$ cat config.mk
export PLATFORM = sky130hd
export DESIGN_NAME = asr_receiver
export DESIGN_NICKNAME = d
export VERILOG_FILES = /design/src/verilog/asr_pkg.sv /design/src/verilog/asr_baud_tick.sv /design/src/verilog/asr_receiver.sv
export SDC_FILE = /design/constraint.sdc
export NUM_CORES = 1
export LEC_CHECK = 0
export BUFFER_PORTS_ARGS = -buffer_cell sky130_fd_sc_hd__buf_2
export CORE_MARGIN = 2
export CORE_UTILIZATION = 45
export CTS_CLUSTER_SIZE = 14
export DETAILED_ROUTE_END_ITERATION = 8
export PLACE_DENSITY = 0.62
export SLEW_MARGIN = 20
export SYNTH_ARGS = -nofsm -noshare
export SYNTH_HDL_FRONTEND = slang
export SYNTH_SLANG_ARGS = --single-unit
$ cat constraint.sdc
create_clock -name clock_in -period 5.66 [get_ports clock_in]
set_input_delay 0.566 -clock clock_in [delete_from_list [all_inputs] [get_ports clock_in]]
set_output_delay 0.566 -clock clock_in [all_outputs]
set_load 0.005 [all_outputs]
$ cat src/verilog/asr_pkg.sv
// constants, types and state layout of the asynchronous serial receiver
// How it works
// - frame is low start, eight or nine data bits lsb first, high stop
// - completed character moves to an empty buffer and sets the full flag
// - character completing into a full buffer sets overrun and is dropped
// - input sampled at sixteen ticks per bit, slots numbered 1 to 16
// - falling edge is a low sample after three consecutive high samples
// - slots 3, 5, 7 checked; start accepted when two or more read low
// - each bit decided by majority of slots 8, 9 and 10
// - verified start bit counts as low whatever slots 8 to 10 read
// - any sample disagreeing with its bit sets noise on transfer
// - edges inside a frame, except in slots 8 to 10, realign the slot timing to the bit boundary
// - framing error, not break, preloads edge history with three highs
// - while framing error is set, completed characters are not transferred
// - sleep suppresses receive flags; hardware clears it on wakeup
// - idle-line wakeup after 10 idle bit times, 11 in nine-bit mode
// - idle count starts after start bit, or after stop when selected
// - address-mark wakeup when the character's top bit is one
// - three requests: transmit, receive, error; eight sources each enabled
// - transmit request while empty or done flag is one and enabled
// - full clears on status read then data read, plus ninth read if 9-bit
// - idle clears like full and stays clear until a new character lands
// - error flags set with full only, never on overrun
// - transmit ninth bit copied at load; received ninth bit held apart
// - parity uses top data bit; odd select makes count of ones odd
// - divisor zero stops ticks; otherwise one tick every divisor clocks
// - receiver off ignores the input pin and resets the receive logic
package asr_pkg;

	// ----------------------------------------------------------------
	// widths and slot numbers
	// ----------------------------------------------------------------
	localparam int         BAUD_DIV_W   = 13;
	localparam logic [4:0] SLOT_FIRST   = 5'h01;
	localparam logic [4:0] SLOT_LAST    = 5'h10;
	localparam logic [4:0] SLOT_CHK_A   = 5'h03;
	localparam logic [4:0] SLOT_CHK_B   = 5'h05;
	localparam logic [4:0] SLOT_CHK_C   = 5'h07;
	localparam logic [4:0] SLOT_MAJ_A   = 5'h08;
	localparam logic [4:0] SLOT_MAJ_B   = 5'h09;
	localparam logic [4:0] SLOT_MAJ_C   = 5'h0A;
	localparam logic [2:0] HIST_HIGHS   = 3'h7;
	localparam logic [2:0] HIST_CLEAR   = 3'h0;
	localparam logic [3:0] DATA_BITS_8  = 4'h8;
	localparam logic [3:0] DATA_BITS_9  = 4'h9;

	// ----------------------------------------------------------------
	// idle character length in sample ticks
	// ----------------------------------------------------------------
	localparam logic [7:0] IDLE_TICKS_8 = 8'hA0;
	localparam logic [7:0] IDLE_TICKS_9 = 8'hB0;

	// ----------------------------------------------------------------
	// reset values
	// ----------------------------------------------------------------
	localparam logic       RST_SLEEP      = 1'b0;
	localparam logic       RST_IDLE_ARMED = 1'b1;

	typedef enum logic [1:0] {
		ASR_HUNT  = 2'b00,
		ASR_CHECK = 2'b01,
		ASR_FRAME = 2'b10
	} asr_state_e;

	typedef struct packed {
		asr_state_e  state;
		logic [4:0]  slot;
		logic [2:0]  hist;
		logic [3:0]  bit_idx;
		logic [1:0]  samp;
		logic        frame_noise;
		logic [8:0]  shift;
		logic [7:0]  idle_cnt;
		logic        idle_armed;
		logic        sleep;
		logic        full;
		logic        ovr;
		logic        noise_flag;
		logic        framing_error_flag;
		logic        parity_error_flag;
		logic        idle;
		logic [7:0]  data;
		logic        ninth;
		logic        arm;
		logic        dseen;
		logic        nseen;
		logic        tx_irq;
		logic        rx_irq;
		logic        err_irq;
		logic        tx_ninth_sh;
	} asr_rx_s;

endpackage

$ cat src/verilog/asr_baud_tick.sv
// sixteen-times baud tick divider
`timescale 1ns/1ps
module asr_baud_tick #(
	parameter int DIV_W = asr_pkg::BAUD_DIV_W
) (
	input  wire logic             clock_in,
	input  wire logic             rst_in,
	input  wire logic             enable_in,
	input  wire logic [DIV_W-1:0] divisor_in,
	output logic                  tick_out
);
	import asr_pkg::*;

	typedef struct packed {
		logic [DIV_W-1:0] cnt;
		logic             tick;
	} asr_baud_s;

	asr_baud_s q;
	asr_baud_s n;

	// ----------------------------------------------------------------
	// divider
	// ----------------------------------------------------------------
	always_comb begin
		n = q;
		n.tick = 1'b0;
		if (!enable_in || divisor_in == '0) begin
			n.cnt = '0;
		end else if (q.cnt >= DIV_W'(divisor_in - 1'b1)) begin
			n.cnt = '0;
			n.tick = 1'b1;
		end else begin
			n.cnt = q.cnt + 1'b1;
		end
	end

	always_ff @(posedge clock_in) begin
		if (rst_in) begin
			q <= '0;
		end else begin
			q <= n;
		end
	end

	assign tick_out = q.tick;
endmodule

$ cat src/verilog/asr_receiver.sv
// asynchronous serial receiver with flags, wakeup and request grouping
`timescale 1ns/1ps
module asr_receiver #(
	parameter int DIV_W = asr_pkg::BAUD_DIV_W
) (
	input  wire logic             clock_in,
	input  wire logic             rst_in,
	input  wire logic             serial_in_pin_in,
	input  wire logic             rx_on_in,
	input  wire logic [DIV_W-1:0] baud_divisor_value_in,
	input  wire logic             nine_bit_mode_in,
	input  wire logic             parity_on_in,
	input  wire logic             parity_odd_select_in,
	input  wire logic             wake_on_address_in,
	input  wire logic             idle_count_after_stop_in,
	input  wire logic             rx_sleep_write_in,
	input  wire logic             rx_sleep_value_in,
	input  wire logic             status_read_in,
	input  wire logic             data_read_in,
	input  wire logic             ninth_read_in,
	input  wire logic             rx_full_irq_enable_in,
	input  wire logic             idle_irq_enable_in,
	input  wire logic             overrun_irq_enable_in,
	input  wire logic             noise_irq_enable_in,
	input  wire logic             framing_irq_enable_in,
	input  wire logic             parity_irq_enable_in,
	input  wire logic             tx_empty_irq_enable_in,
	input  wire logic             tx_done_irq_enable_in,
	input  wire logic             tx_buffer_empty_flag_in,
	input  wire logic             transmit_done_flag_in,
	input  wire logic             tx_ninth_bit_in,
	input  wire logic             tx_load_in,
	output logic [7:0]            rx_data_out,
	output logic                  rx_ninth_bit_out,
	output logic                  rx_buffer_full_flag_out,
	output logic                  overrun_flag_out,
	output logic                  noise_flag_out,
	output logic                  framing_error_flag_out,
	output logic                  parity_error_flag_out,
	output logic                  idle_flag_out,
	output logic                  rx_sleep_out,
	output logic                  tx_irq_out,
	output logic                  rx_irq_out,
	output logic                  err_irq_out,
	output logic                  tx_shift_ninth_out
);
	import asr_pkg::*;

	function automatic logic maj3(input logic a, input logic b,
		input logic c);
		maj3 = (a & b) | (a & c) | (b & c);
	endfunction

	asr_rx_s    q;
	asr_rx_s    n;
	logic       tick_w;
	logic       s;
	logic       edge_w;
	logic [4:0] slot_n;
	logic [3:0] nbits;
	logic [7:0] idle_target;
	logic       idle_ok;
	logic       idle_hit;
	logic       bitv;
	logic       clr;
	logic       done;
	logic       xfer;
	logic       ovr_evt;
	logic       vote_fail;
	logic       fe_now;
	logic       brk;
	logic       top;
	logic       par;
	logic       awake;

	asr_baud_tick #(
		.DIV_W (DIV_W)
	) u_tick (
		.clock_in   (clock_in),
		.rst_in     (rst_in),
		.enable_in  (rx_on_in),
		.divisor_in (baud_divisor_value_in),
		.tick_out   (tick_w)
	);

	// ----------------------------------------------------------------
	// next state
	// ----------------------------------------------------------------
	always_comb begin
		n = q;
		s = serial_in_pin_in;
		slot_n = (q.slot == SLOT_LAST) ? SLOT_FIRST : q.slot + 5'h01;
		edge_w = (q.hist == HIST_HIGHS) && !s;
		nbits = nine_bit_mode_in ? DATA_BITS_9 : DATA_BITS_8;
		idle_target = nine_bit_mode_in ? IDLE_TICKS_9 : IDLE_TICKS_8;
		idle_ok = 1'b0;
		idle_hit = 1'b0;
		bitv = 1'b0;
		done = 1'b0;
		xfer = 1'b0;
		ovr_evt = 1'b0;
		vote_fail = 1'b0;
		top = nine_bit_mode_in ? q.shift[8] : q.shift[7];
		par = nine_bit_mode_in ? ^q.shift : ^q.shift[7:0];
		brk = nine_bit_mode_in ? (q.shift == 9'h000)
			: (q.shift[7:0] == 8'h00);
		fe_now = 1'b0;
		awake = 1'b0;
		clr = q.arm && (q.dseen || data_read_in)
			&& (!nine_bit_mode_in || q.nseen || ninth_read_in);

		// flag clearing sequence
		if (status_read_in && (q.full || q.idle || q.ovr || q.noise_flag
			|| q.framing_error_flag || q.parity_error_flag)) begin
			n.arm = 1'b1;
		end
		if (q.arm && data_read_in) begin
			n.dseen = 1'b1;
		end
		if (q.arm && ninth_read_in) begin
			n.nseen = 1'b1;
		end
		if (clr) begin
			n.arm = 1'b0;
			n.dseen = 1'b0;
			n.nseen = 1'b0;
			n.full = 1'b0;
			n.idle = 1'b0;
			n.ovr = 1'b0;
			n.noise_flag = 1'b0;
			n.framing_error_flag = 1'b0;
			n.parity_error_flag = 1'b0;
		end

		if (!rx_on_in) begin
			n.state = ASR_HUNT;
			n.hist = HIST_CLEAR;
			n.idle_cnt = 8'h00;
		end else if (tick_w) begin
			n.hist = {q.hist[1:0], s};

			// idle line counter
			if (idle_count_after_stop_in) begin
				idle_ok = (q.state == ASR_HUNT);
			end else begin
				idle_ok = !(q.state == ASR_CHECK
					|| (q.state == ASR_FRAME && q.bit_idx == 4'h0));
			end
			if (s && idle_ok) begin
				if (q.idle_cnt != idle_target) begin
					n.idle_cnt = q.idle_cnt + 8'h01;
					idle_hit = (q.idle_cnt + 8'h01) == idle_target;
				end
			end else begin
				n.idle_cnt = 8'h00;
			end

			unique case (q.state)
				ASR_HUNT: begin
					if (edge_w) begin
						n.state = ASR_CHECK;
						n.slot = SLOT_FIRST;
						n.samp = 2'b00;
					end
				end
				ASR_CHECK: begin
					n.slot = slot_n;
					if (slot_n == SLOT_CHK_A) begin
						n.samp[0] = s;
					end
					if (slot_n == SLOT_CHK_B) begin
						n.samp[1] = s;
					end
					if (slot_n == SLOT_CHK_C) begin
						if (maj3(q.samp[0], q.samp[1], s)) begin
							n.state = ASR_HUNT;
							vote_fail = 1'b1;
						end else begin
							n.state = ASR_FRAME;
							n.bit_idx = 4'h0;
							n.frame_noise = q.samp[0] | q.samp[1] | s;
						end
					end
				end
				ASR_FRAME: begin
					if (edge_w && slot_n < SLOT_MAJ_A) begin
						n.slot = SLOT_FIRST;
					end else if (edge_w && slot_n > SLOT_MAJ_C) begin
						n.slot = SLOT_FIRST;
						n.bit_idx = q.bit_idx + 4'h1;
					end else begin
						n.slot = slot_n;
						if (slot_n == SLOT_LAST) begin
							n.bit_idx = q.bit_idx + 4'h1;
						end
						if (slot_n == SLOT_MAJ_A) begin
							n.samp[0] = s;
						end
						if (slot_n == SLOT_MAJ_B) begin
							n.samp[1] = s;
						end
						if (slot_n == SLOT_MAJ_C) begin
							bitv = maj3(q.samp[0], q.samp[1], s);
							n.frame_noise = q.frame_noise
								| (q.samp[0] != s) | (q.samp[1] != s);
							if (q.bit_idx > 4'h0 && q.bit_idx <= nbits) begin
								n.shift[q.bit_idx - 4'h1] = bitv;
							end else if (q.bit_idx == nbits + 4'h1) begin
								done = 1'b1;
							end
						end
					end
				end
				default: begin
					n.state = ASR_HUNT;
				end
			endcase

			// character complete at the stop bit
			if (done) begin
				fe_now = !bitv;
				n.state = ASR_HUNT;
				if (fe_now && brk) begin
					n.hist = HIST_CLEAR;
				end else if (fe_now) begin
					n.hist = HIST_HIGHS;
				end
				if (q.sleep && wake_on_address_in && top) begin
					n.sleep = 1'b0;
				end
				awake = !q.sleep || (wake_on_address_in && top);
				if (awake && !q.framing_error_flag) begin
					if (q.full) begin
						ovr_evt = 1'b1;
						n.ovr = 1'b1;
					end else begin
						xfer = 1'b1;
						n.full = 1'b1;
						n.data = q.shift[7:0];
						n.ninth = nine_bit_mode_in & q.shift[8];
						n.noise_flag = n.frame_noise;
						n.framing_error_flag = fe_now;
						n.parity_error_flag = parity_on_in
							&& (par != parity_odd_select_in);
						n.idle_armed = 1'b1;
						n.arm = 1'b0;
						n.dseen = 1'b0;
						n.nseen = 1'b0;
					end
				end
			end

			// idle character seen
			if (idle_hit) begin
				if (q.sleep && !wake_on_address_in) begin
					n.sleep = 1'b0;
				end else if (!q.sleep && q.idle_armed) begin
					n.idle = 1'b1;
					n.idle_armed = 1'b0;
				end
			end
		end

		if (rx_sleep_write_in) begin
			n.sleep = rx_sleep_value_in;
		end
		if (tx_load_in) begin
			n.tx_ninth_sh = tx_ninth_bit_in;
		end
		n.tx_irq = (tx_buffer_empty_flag_in && tx_empty_irq_enable_in)
			|| (transmit_done_flag_in && tx_done_irq_enable_in);
		n.rx_irq = (q.full && rx_full_irq_enable_in)
			|| (q.idle && idle_irq_enable_in);
		n.err_irq = (q.ovr && overrun_irq_enable_in)
			|| (q.noise_flag && noise_irq_enable_in)
			|| (q.framing_error_flag && framing_irq_enable_in)
			|| (q.parity_error_flag && parity_irq_enable_in);
	end

	always_ff @(posedge clock_in) begin
		if (rst_in) begin
			q <= '0;
			q.sleep <= RST_SLEEP;
			q.idle_armed <= RST_IDLE_ARMED;
		end else begin
			q <= n;
		end
	end

	// ----------------------------------------------------------------
	// outputs
	// ----------------------------------------------------------------
	assign rx_data_out             = q.data;
	assign rx_ninth_bit_out        = q.ninth;
	assign rx_buffer_full_flag_out = q.full;
	assign overrun_flag_out        = q.ovr;
	assign noise_flag_out          = q.noise_flag;
	assign framing_error_flag_out  = q.framing_error_flag;
	assign parity_error_flag_out   = q.parity_error_flag;
	assign idle_flag_out           = q.idle;
	assign rx_sleep_out            = q.sleep;
	assign tx_irq_out              = q.tx_irq;
	assign rx_irq_out              = q.rx_irq;
	assign err_irq_out             = q.err_irq;
	assign tx_shift_ninth_out      = q.tx_ninth_sh;
endmodule
* After elaboration in Yosys (flattened, before gate mapping)
Index checks and enable logic that the tools add are counted.
Word-level totals: bits in registers 72, output and inout port bits 20, bits of input ports 39
Operators by class: reduce and logical (&&, ||, !) cells 76, bitwise gates (word level) 12, muxes and demuxes 91, order comparisons 7, eq/ne operators 33, add/subtract/negate cells 7
Operators with widths (count):
- $mux W16 | 4
- $mux W1 | 48
- $mux W12 | 4
- $mux W19 | 2
- $logic_and A1 B1 Y1 | 28
- $mux W5 | 5
- $ne A4 B4 Y1 const B | 6
- $logic_or A1 B1 Y1 | 16
- $mux W4 | 4
- $mux W8 | 2
- $reduce_and A8 Y1 | 2
- $eq A5 B4 Y1 const B | 3
- $mux W3 | 5
- $pmux W5 S3 | 1
- $mux W7 | 2
- $reduce_and A7 Y1 | 2
- $add A13 B1 Y13 const B | 1
- $ge A13 B13 Y1 | 1
- $logic_not A13 Y1 | 1
- $sub A13 B1 Y13 const B | 1
- $pmux W2 S3 | 2
- $eq A5 B3 Y1 const B | 2
- $eq A5 B5 Y1 const B | 2
- $mux W10 | 1
- other kinds (47) | 81

* Logic depth before layout (Yosys ltp)
Gate-level depths: netlist (run 1).
depth in word-level cells 23, mapped depth 13

* Cells and area by module
From an unflattened synthesis (run 1), not the netlist that was laid out.
Second synthesis, totals: cell total of the unflattened synthesis 575, area, all modules 4760.8 um2
By module, submodules not included:
- asr_receiver | times used 1, area each 3598.5 um2, seq. area each 1161.1 um2, cells an instance 435
- asr_baud_tick | times used 1, area each 1162.4 um2, seq. area each 280.3 um2, cells an instance 140

* Least setup slack after synthesis (run 1)
No wires, ideal clock.
kind in2reg, start in baud_divisor_value_in[0], end reg u_tick.q[10] in the netlist's numbering, slack 2.639 ns, stages 13, arrival time 2.956 ns, library setup time 0.065 ns, buffers on the path 1, cell sequence nor3_1 -> nor3b_1 -> nand2_1 -> or3_1 -> nor3_1 -> xnor2_1 -> ha_1 -> nand2_1 -> nor4_1 -> a211oi_1 -> clkbuf_1 -> nand3_1 -> nor2_1
On the way: longest elaborated chain between the ends 3, elaborated cells between the ends (all ways) 5, those cells by class add/sub (1); order compare (1); reduce/logical (3)
RTL lines:
- from (decl) | RTL line asr_receiver.sv:10 | input wire logic [DIV_W-1:0] baud_divisor_value_in,
- $sub A13 B1 Y13 / $logic_not A13 Y1 (equally long branches) | RTL line asr_baud_tick.sv:30, asr_baud_tick.sv:28
- $ge A13 B13 Y1 / $logic_or A1 B1 Y1 (equally long branches) | RTL line asr_baud_tick.sv:30, asr_baud_tick.sv:28
- $reduce_or A3 Y1 (no line) *
- to (signal assigned) | RTL line asr_baud_tick.sv:42 | q <= n;
- to (decl) | RTL line asr_baud_tick.sv:19 | asr_baud_s q;
Every way passes the cells marked *; elsewhere a longest branch is shown, timed or not. A chain may end at the register's enable or synchronous reset.

* Worst setup path in the final report (run 1)
start reg q[56] in the netlist's numbering, end reg q (netlist bit rx_data_out[6])
On the way: longest elaborated chain between the ends 5
RTL lines:
- from (decl) | RTL line asr_receiver.sv:54 | asr_rx_s q;
- from (signal assigned) | RTL line asr_receiver.sv:286 | q <= n;
- $eq A2 B2 Y1 | RTL line asr_receiver.sv:158 | unique case (q.state)
- $mux W1 | RTL line asr_receiver.sv:158
- $mux W1 | RTL line asr_receiver.sv:139 | end else if (tick_w) begin
- $mux W1 | RTL line asr_receiver.sv:135 | if (!rx_on_in) begin
- $reduce_and A5 Y1 (no line)
No other way between the ends. The select of a mux whose other input is x is not followed.

==> flow_metrics.tcl, run 1 <==
set metrics [dict create \
    die-area_sq_mm 0.0110 \
    yosysTopAreaCellShare_pct 31.5 \
    diodes 0 \
    async_flop_share_pct 0 \
    post_cts_buffers 0 \
    firstDrtPassIters 4 \
    numPortBuffers 58 \
    via_per_inst 5.53 \
    post_drt_wl_per_cell_um 14.5 \
    yosys.area.top_type "dfxtp_1" \
    route.detailed.drc 0 \
    crit_slowest_cell "nor3b_2" \
    skew_ns 0.0120 \
    setup_slack_ns 2.48 \
    synth.avg_cell_area_sq_um 8.15 \
    ys_ff_latch 72 \
    die_w_um 105 \
    yosys_warnings 0 \
    slew_headroom_pct 33.3 \
    gp_congestion 0.880 \
    hold_violations 0 \
    period_minus_slack_ns 3.18 \
    dr_wl_met2_um 5120 \
    ff_latch_area_sq_mm 0.00144 \
    syn_nets 638 \
    wl_um 10700 \
    start_util_pct 46.6 \
    largest-register "q" \
    syn_area_sq_mm 0.00457 \
    fillers 990 \
    largest_reg_flops 38 \
    status "finished clean" \
    critical_path.cell_chain "inv_1 > ha_1 > nand4_1 > or3_1 > or3_1 > nor3b_2 > mux2i_1 > nor2_1" \
    critPathMaxFanout 15 \
    leakagePower_nw 1.99 \
    top_layer_used "met4" \
    ys_seq_area_share_pct 31.5 \
    grtUsageTotal_pct 20.0 \
    syn_to_final_growth_pct 12.0 \
    dr_total_vias 4073 \
    max-cap-violations 0 \
    worst_slew_pin_slew_ns 1.00 \
    hold_ws_ns 0.438 \
    fin_crit_sh_pct 56.2 \
    antenna_found_initial 0 \
    synth_enable_flop_cells 0 \
    ys.flop_type "dfxtp_1" \
    drt-met1-wl_um 4920 \
    io_pins 59 \
    placed_cells 721 \
    clock-root-buffer "clkbuf_8" \
    cts_tree "yes" \
    crit_path_frequent_cell "or3_1" \
    placedInstanceArea_sq_mm 0.00488 \
    cts_hold_buf 0 \
    drt_iter0_markers 166 \
    rsz0062_at_grt "no" \
    min_path_type "in2reg" \
    fmax_mhz 315 \
    cp-startpoint "q[56]$_SDFFE_PP0P_" \
    final_layout_size_suffix_gt1_share_pct 14.7 \
    setup_violations 0 \
    h-tree-depth 3 \
    path_clk_slew_ns 0.08 \
    row_count 36 \
    p_per_area_mw_per_mm2 209 \
    gr-total-overflow 0 \
    worstSetupPathType "reg2reg" \
    netlist_top_cells_count "dfxtp_1 (72), nor2_1 (56), nand2_1 (47), ha_1 (38)" \
    place_hpwl_um 7960 \
    die_h_um 105 \
    slowest_delay_ns 0.83 \
    pre_cts_ws_ns 2.13 \
    fin_cells 737 \
    multi_input_area_sq_mm 0.00287 \
    coreArea_sq_mm 0.00982 \
    grt_pass1_vias 3859 \
    maxSlewViolCount 0 \
    grt_max_degree 42 \
    cts_buffers 9 \
    grt_pass1_wl_um 18100 \
    hold_start "tx_done_irq_enable_in" \
    required_ns 5.88 \
    stdcell_area_sq_mm 0.00512 \
    synth_cell_types 64 \
    wl_met3_um 431 \
    ir_drop_mv 0.0993 \
    fin_nets 676 \
    r2r_start "q[56]$_SDFFE_PP0P_" \
    critPathCaptureType "flip-flop" \
    synthTopCellsByArea "dfxtp_1 (32%), ha_1 (10%), nor2_1 (4.6%)" \
    setup_tns_ns 0 \
    cp-start-kind "flip-flop" \
    clk_path_buf_depth 2 \
    syn-instance-count 561 \
    antenna_left 0 \
    crit_arrival_ns 3.40 \
    worstSkewPairLatency_ns 0.36 \
    clkSinkCount 72 \
    cts_repair_resize_count 0 \
    yosysMostFrequentCell "dfxtp_1" \
]
[per-layer routing]
| metal | global-route usage, % | vias up |
|---|---|---|
| met1 | 25.8 | 1884 |
| met5 | 0 | - |
| met3 | 3.74 | 17 |
| met4 | 6.95 | 0 |
| li1 | - | 2089 |
| met2 | 33.2 | 83 |
[area by class of cell]
class / count / share of cell area (%)
multi-input cells: 429 / 56.0
flip-flops and latches: 72 / 28.1
repair buffers: 59 / 5.81
well taps: 133 / 3.25
clock buffers: 9 / 2.42
clock inverters: 7 / 2.34
inverters: 28 / 2.05
[metrics by stage]
step	power [mW]	util, %
2_1_floorplan	0.554	-
3_3_place_gp	0.580	49.7
3_5_place_dp	0.582	49.7
4_1_cts	1.08	52.2
5_1_grt	1.11	52.2
6_report	1.07	52.2
[path summary, 6_finish.rpt]
| check | end | slack [ns] | cells past startpoint |
|---|---|---|---|
| setup / recovery | rx_data_out[6]$_SDFFE_PP0P_ | 2.48 | 8 |
| hold / removal | tx_irq_out$_SDFF_PP0_ | 0.44 | 3 |
| setup reg to reg | rx_data_out[6]$_SDFFE_PP0P_ | 2.48 | 8 |
| hold reg to reg | q[4]$_SDFF_PP0_ | 0.47 | 2 |
[cell families after synthesis]
| logic type | synth area share (%) |
|---|---|
| xor+xnor | 6.32 |
| fa+ha+maj | 10.4 |
| mux | 2.87 |
| simple gates | 24.3 |
| flops | 31.5 |
| compound gates | 18.8 |
| buf+inv | 5.77 |
[cell usage in the layout (no fill, tap or decap), types with 7 or more instances in the layout]
master / synthesis / layout
a211o_1: 10 / 10
a211oi_1: 7 / 7
a21oi_1: 36 / 36
and3_1: 7 / 7
buf_2: 4 / 58
clkbuf_8: 0 / 9
dfxtp_1: 72 / 72
ha_1: 38 / 38
inv_1: 28 / 28
mux2i_1: 12 / 12
nand2_1: 47 / 47
nand3_1: 36 / 36
nand4_1: 8 / 8
nor2_1: 56 / 56
nor3_1: 14 / 14
o21ai_0: 20 / 19
xnor2_1: 22 / 22
xor2_1: 11 / 11
[critical path, delay by kind of cell, from the launching register on]
family	cells	cell delay, ns
adder cells (fa/ha/maj)	1	0.48
AND/OR/NAND/NOR	5	1.84
multiplexers	1	0.30
flip-flops	1	0.35
buffers and inverters	1	0.09
[power by group]
group / leakage (nW) / total, mW / internal (mW) / switching [mW]
sequential: 0.581 / 0.510 / 0.508 / 0.00186
clock: 0.119 / 0.499 / 0.293 / 0.206
combinational: 1.29 / 0.0599 / 0.0249 / 0.0351
Power figures use the tool's default switching activity.
==> inputs of run 2 (changes only) <==
- clock period: 5.66 -> 3 ns (I/O delays scaled with it)
==> run 2 against run 1 <==
Against the previous run:
- sequential share of layout area shrank 0.55 points
- critical path depth unchanged
- routed wire length increased by 3.6%
- die area unchanged
- global-route usage rose by 1.1 points
- setup slack worse by 2.2 ns
- design area increased by 2.0%
- power up 91%
- core utilization increased by 1.0 points
- critical endpoint is now q[47]$_SDFFE_PP0P_
==> flow_metrics.tcl, run 2 (same netlist as run 1, synthesis figures left out) <==
set metrics [dict create \
    status "finished clean" \
    antenna_found_initial 0 \
    critPathMaxFanout 6 \
    stdcell_area_sq_mm 0.00523 \
    r2r_end "q[47]$_SDFFE_PP0P_" \
    layout_commonest_cell "dfxtp_1" \
    ff_latch_area_sq_mm 0.00144 \
    row_count 36 \
    slowest_delay_ns 0.44 \
    firstDrtPassIters 5 \
    crit_buf_inv 0 \
    cpLargestDelayFamily "compound AO/OA/AOI/OAI gates" \
    largest-register "q" \
    min_path_type "in2reg" \
    h-tree-depth 3 \
    setup_violations 0 \
    whs_endpoint "q[6]$_SDFF_PP0_" \
    post_cts_buffers 0 \
    start_util_pct 46.6 \
    hold_start "status_read_in" \
    grtUsageTotal_pct 21.0 \
    combPwrFrac_pct 5.8 \
    p_int_mw 1.57 \
    setup_tns_ns 0 \
    io_pins 59 \
    placedInstanceArea_sq_mm 0.00497 \
    critPathCaptureType "flip-flop" \
    slew_headroom_pct 29.3 \
    fin_crit_sh_pct 91.5 \
    critical_path.cell_chain "ha_1 > or2b_1 > o21ai_2 > o22ai_1 > a211o_1 > a211oi_4 > nand3_1 > o41ai_1" \
    cp-startpoint "q[52]$_SDFFE_PP0P_" \
    path_clk_slew_ns 0.09 \
    place_hpwl_um 8350 \
    maxSlewViolCount 0 \
    p_sw_share_pct 23.1 \
    dr_total_vias 4179 \
    rsz0062_at_grt "no" \
    worst_slew_pin_slew_ns 1.06 \
    cts_buffers 9 \
    pwr-share-seq_pct 47.1 \
    wl_um 11000 \
    gp_congestion 0.892 \
    hold_violations 0 \
    fin_cells 749 \
    p_per_area_mw_per_mm2 391 \
    cts_repair_resize_count 0 \
    largest_reg_flops 38 \
    fmax_mhz 364 \
    power_switching_mw 0.471 \
    grt_pass1_vias 4112 \
    placed_cells 733 \
    period_minus_slack_ns 2.74 \
    gr-total-overflow 0 \
    clockPowerShare_pct 47.1 \
    clkSinkCount 72 \
    die_w_um 105 \
    p_total_mw 2.04 \
    crit_arrival_ns 3.01 \
    cts_hold_buf 0 \
    r2r_setup_slack_ns 0.26 \
    cp-start-kind "flip-flop" \
    crit_slowest_cell "dfxtp_1" \
    required_ns 3.26 \
    die_h_um 105 \
    ff2ff_path_depth 8 \
    fillers 985 \
    ir_drop_mv 0.253 \
    worstSetupPathType "reg2reg" \
    grt_max_degree 41 \
    numPortBuffers 58 \
    fin_nets 688 \
    clock-root-buffer "clkbuf_8" \
    antenna_left 0 \
    coreArea_sq_mm 0.00982 \
    leakagePower_nw 2.06 \
    via_per_inst 5.58 \
    clk_path_buf_depth 2 \
    diodes 0 \
    worstSkewPairLatency_ns 0.36 \
    hold_depth 3 \
    skew_ns 0.0124 \
    r2r_start "q[52]$_SDFFE_PP0P_" \
    drt_iter0_markers 138 \
    grt_pass1_wl_um 19200 \
    die-area_sq_mm 0.0110 \
    cts_tree "yes" \
    post_drt_wl_per_cell_um 14.7 \
    final_layout_size_suffix_gt1_share_pct 16.4 \
    hold_ws_ns 0.179 \
    syn_to_final_growth_pct 14.3 \
    route.detailed.drc 0 \
    multi_input_area_sq_mm 0.00288 \
    final_cell_mix "dfxtp_1 (72), buf_2 (58), nor2_1 (56)" \
    max-cap-violations 0 \
]
==> run 2: worst max path at each step <==
stage	depth (start not counted)	slack [ns]	to
final	8	0.26	q[47]$_SDFFE_PP0P_
after global routing	14	0.06	u_tick.q[3]$_SDFF_PP0_
after CTS	8	0.20	q[47]$_SDFFE_PP0P_
after detailed placement	14	0.004	u_tick.q[4]$_SDFF_PP0_
after global placement	14	0.12	u_tick.q[9]$_SDFF_PP0_
after floorplan	13	0.25	u_tick.q[10]$_SDFF_PP0_
==> run 2: per-layer routing <==
metal | global-route usage [%] | vias up | wire length, um
met1 | 26.8 | 1961 | 4990
li1 | - | 2117 | -
met3 | 3.68 | 16 | 439
met5 | 0 | - | 0
met2 | 35.5 | 85 | 5440
met4 | 7.90 | 0 | 162
==> run 2: final cells by class <==
type,instances,area share (%)
clock buffers,9,2.37
clock inverters,7,2.39
inverters,28,2.01
multi-input cells,429,55.0
flip-flops and latches,72,27.6
well taps,133,3.18
repair buffers,71,7.42
==> run 2: power by group through the flow <==
stage	logic (mW)	clock network, mW	registers, mW
2_1_floorplan	0.0607	0	0.984
3_3_place_gp	0.115	0	0.984
3_5_place_dp	0.117	0	0.984
4_1_cts	0.118	0.987	0.962
5_1_grt	0.132	1.02	0.962
6_report	0.118	0.962	0.962
==> run 2: per-stage QoR <==
stage | setup WS [ns] | util, %
floorplan | 0.245 | -
global placement | 0.124 | 50.6
detailed placement | 0.00402 | 50.6
CTS | 0.199 | 53.1
global route | 0.0625 | 53.2
finish | 0.256 | 53.2
==> run 2: worst register-to-register path, cell delays in order (launching register included) <==
cell and delay [ns]:
dfxtp_1 0.44, ha_1 0.28, or2b_1 0.30, o21ai_2 0.24
o22ai_1 0.13, a211o_1 0.40, a211oi_4 0.36, nand3_1 0.19
o41ai_1 0.32
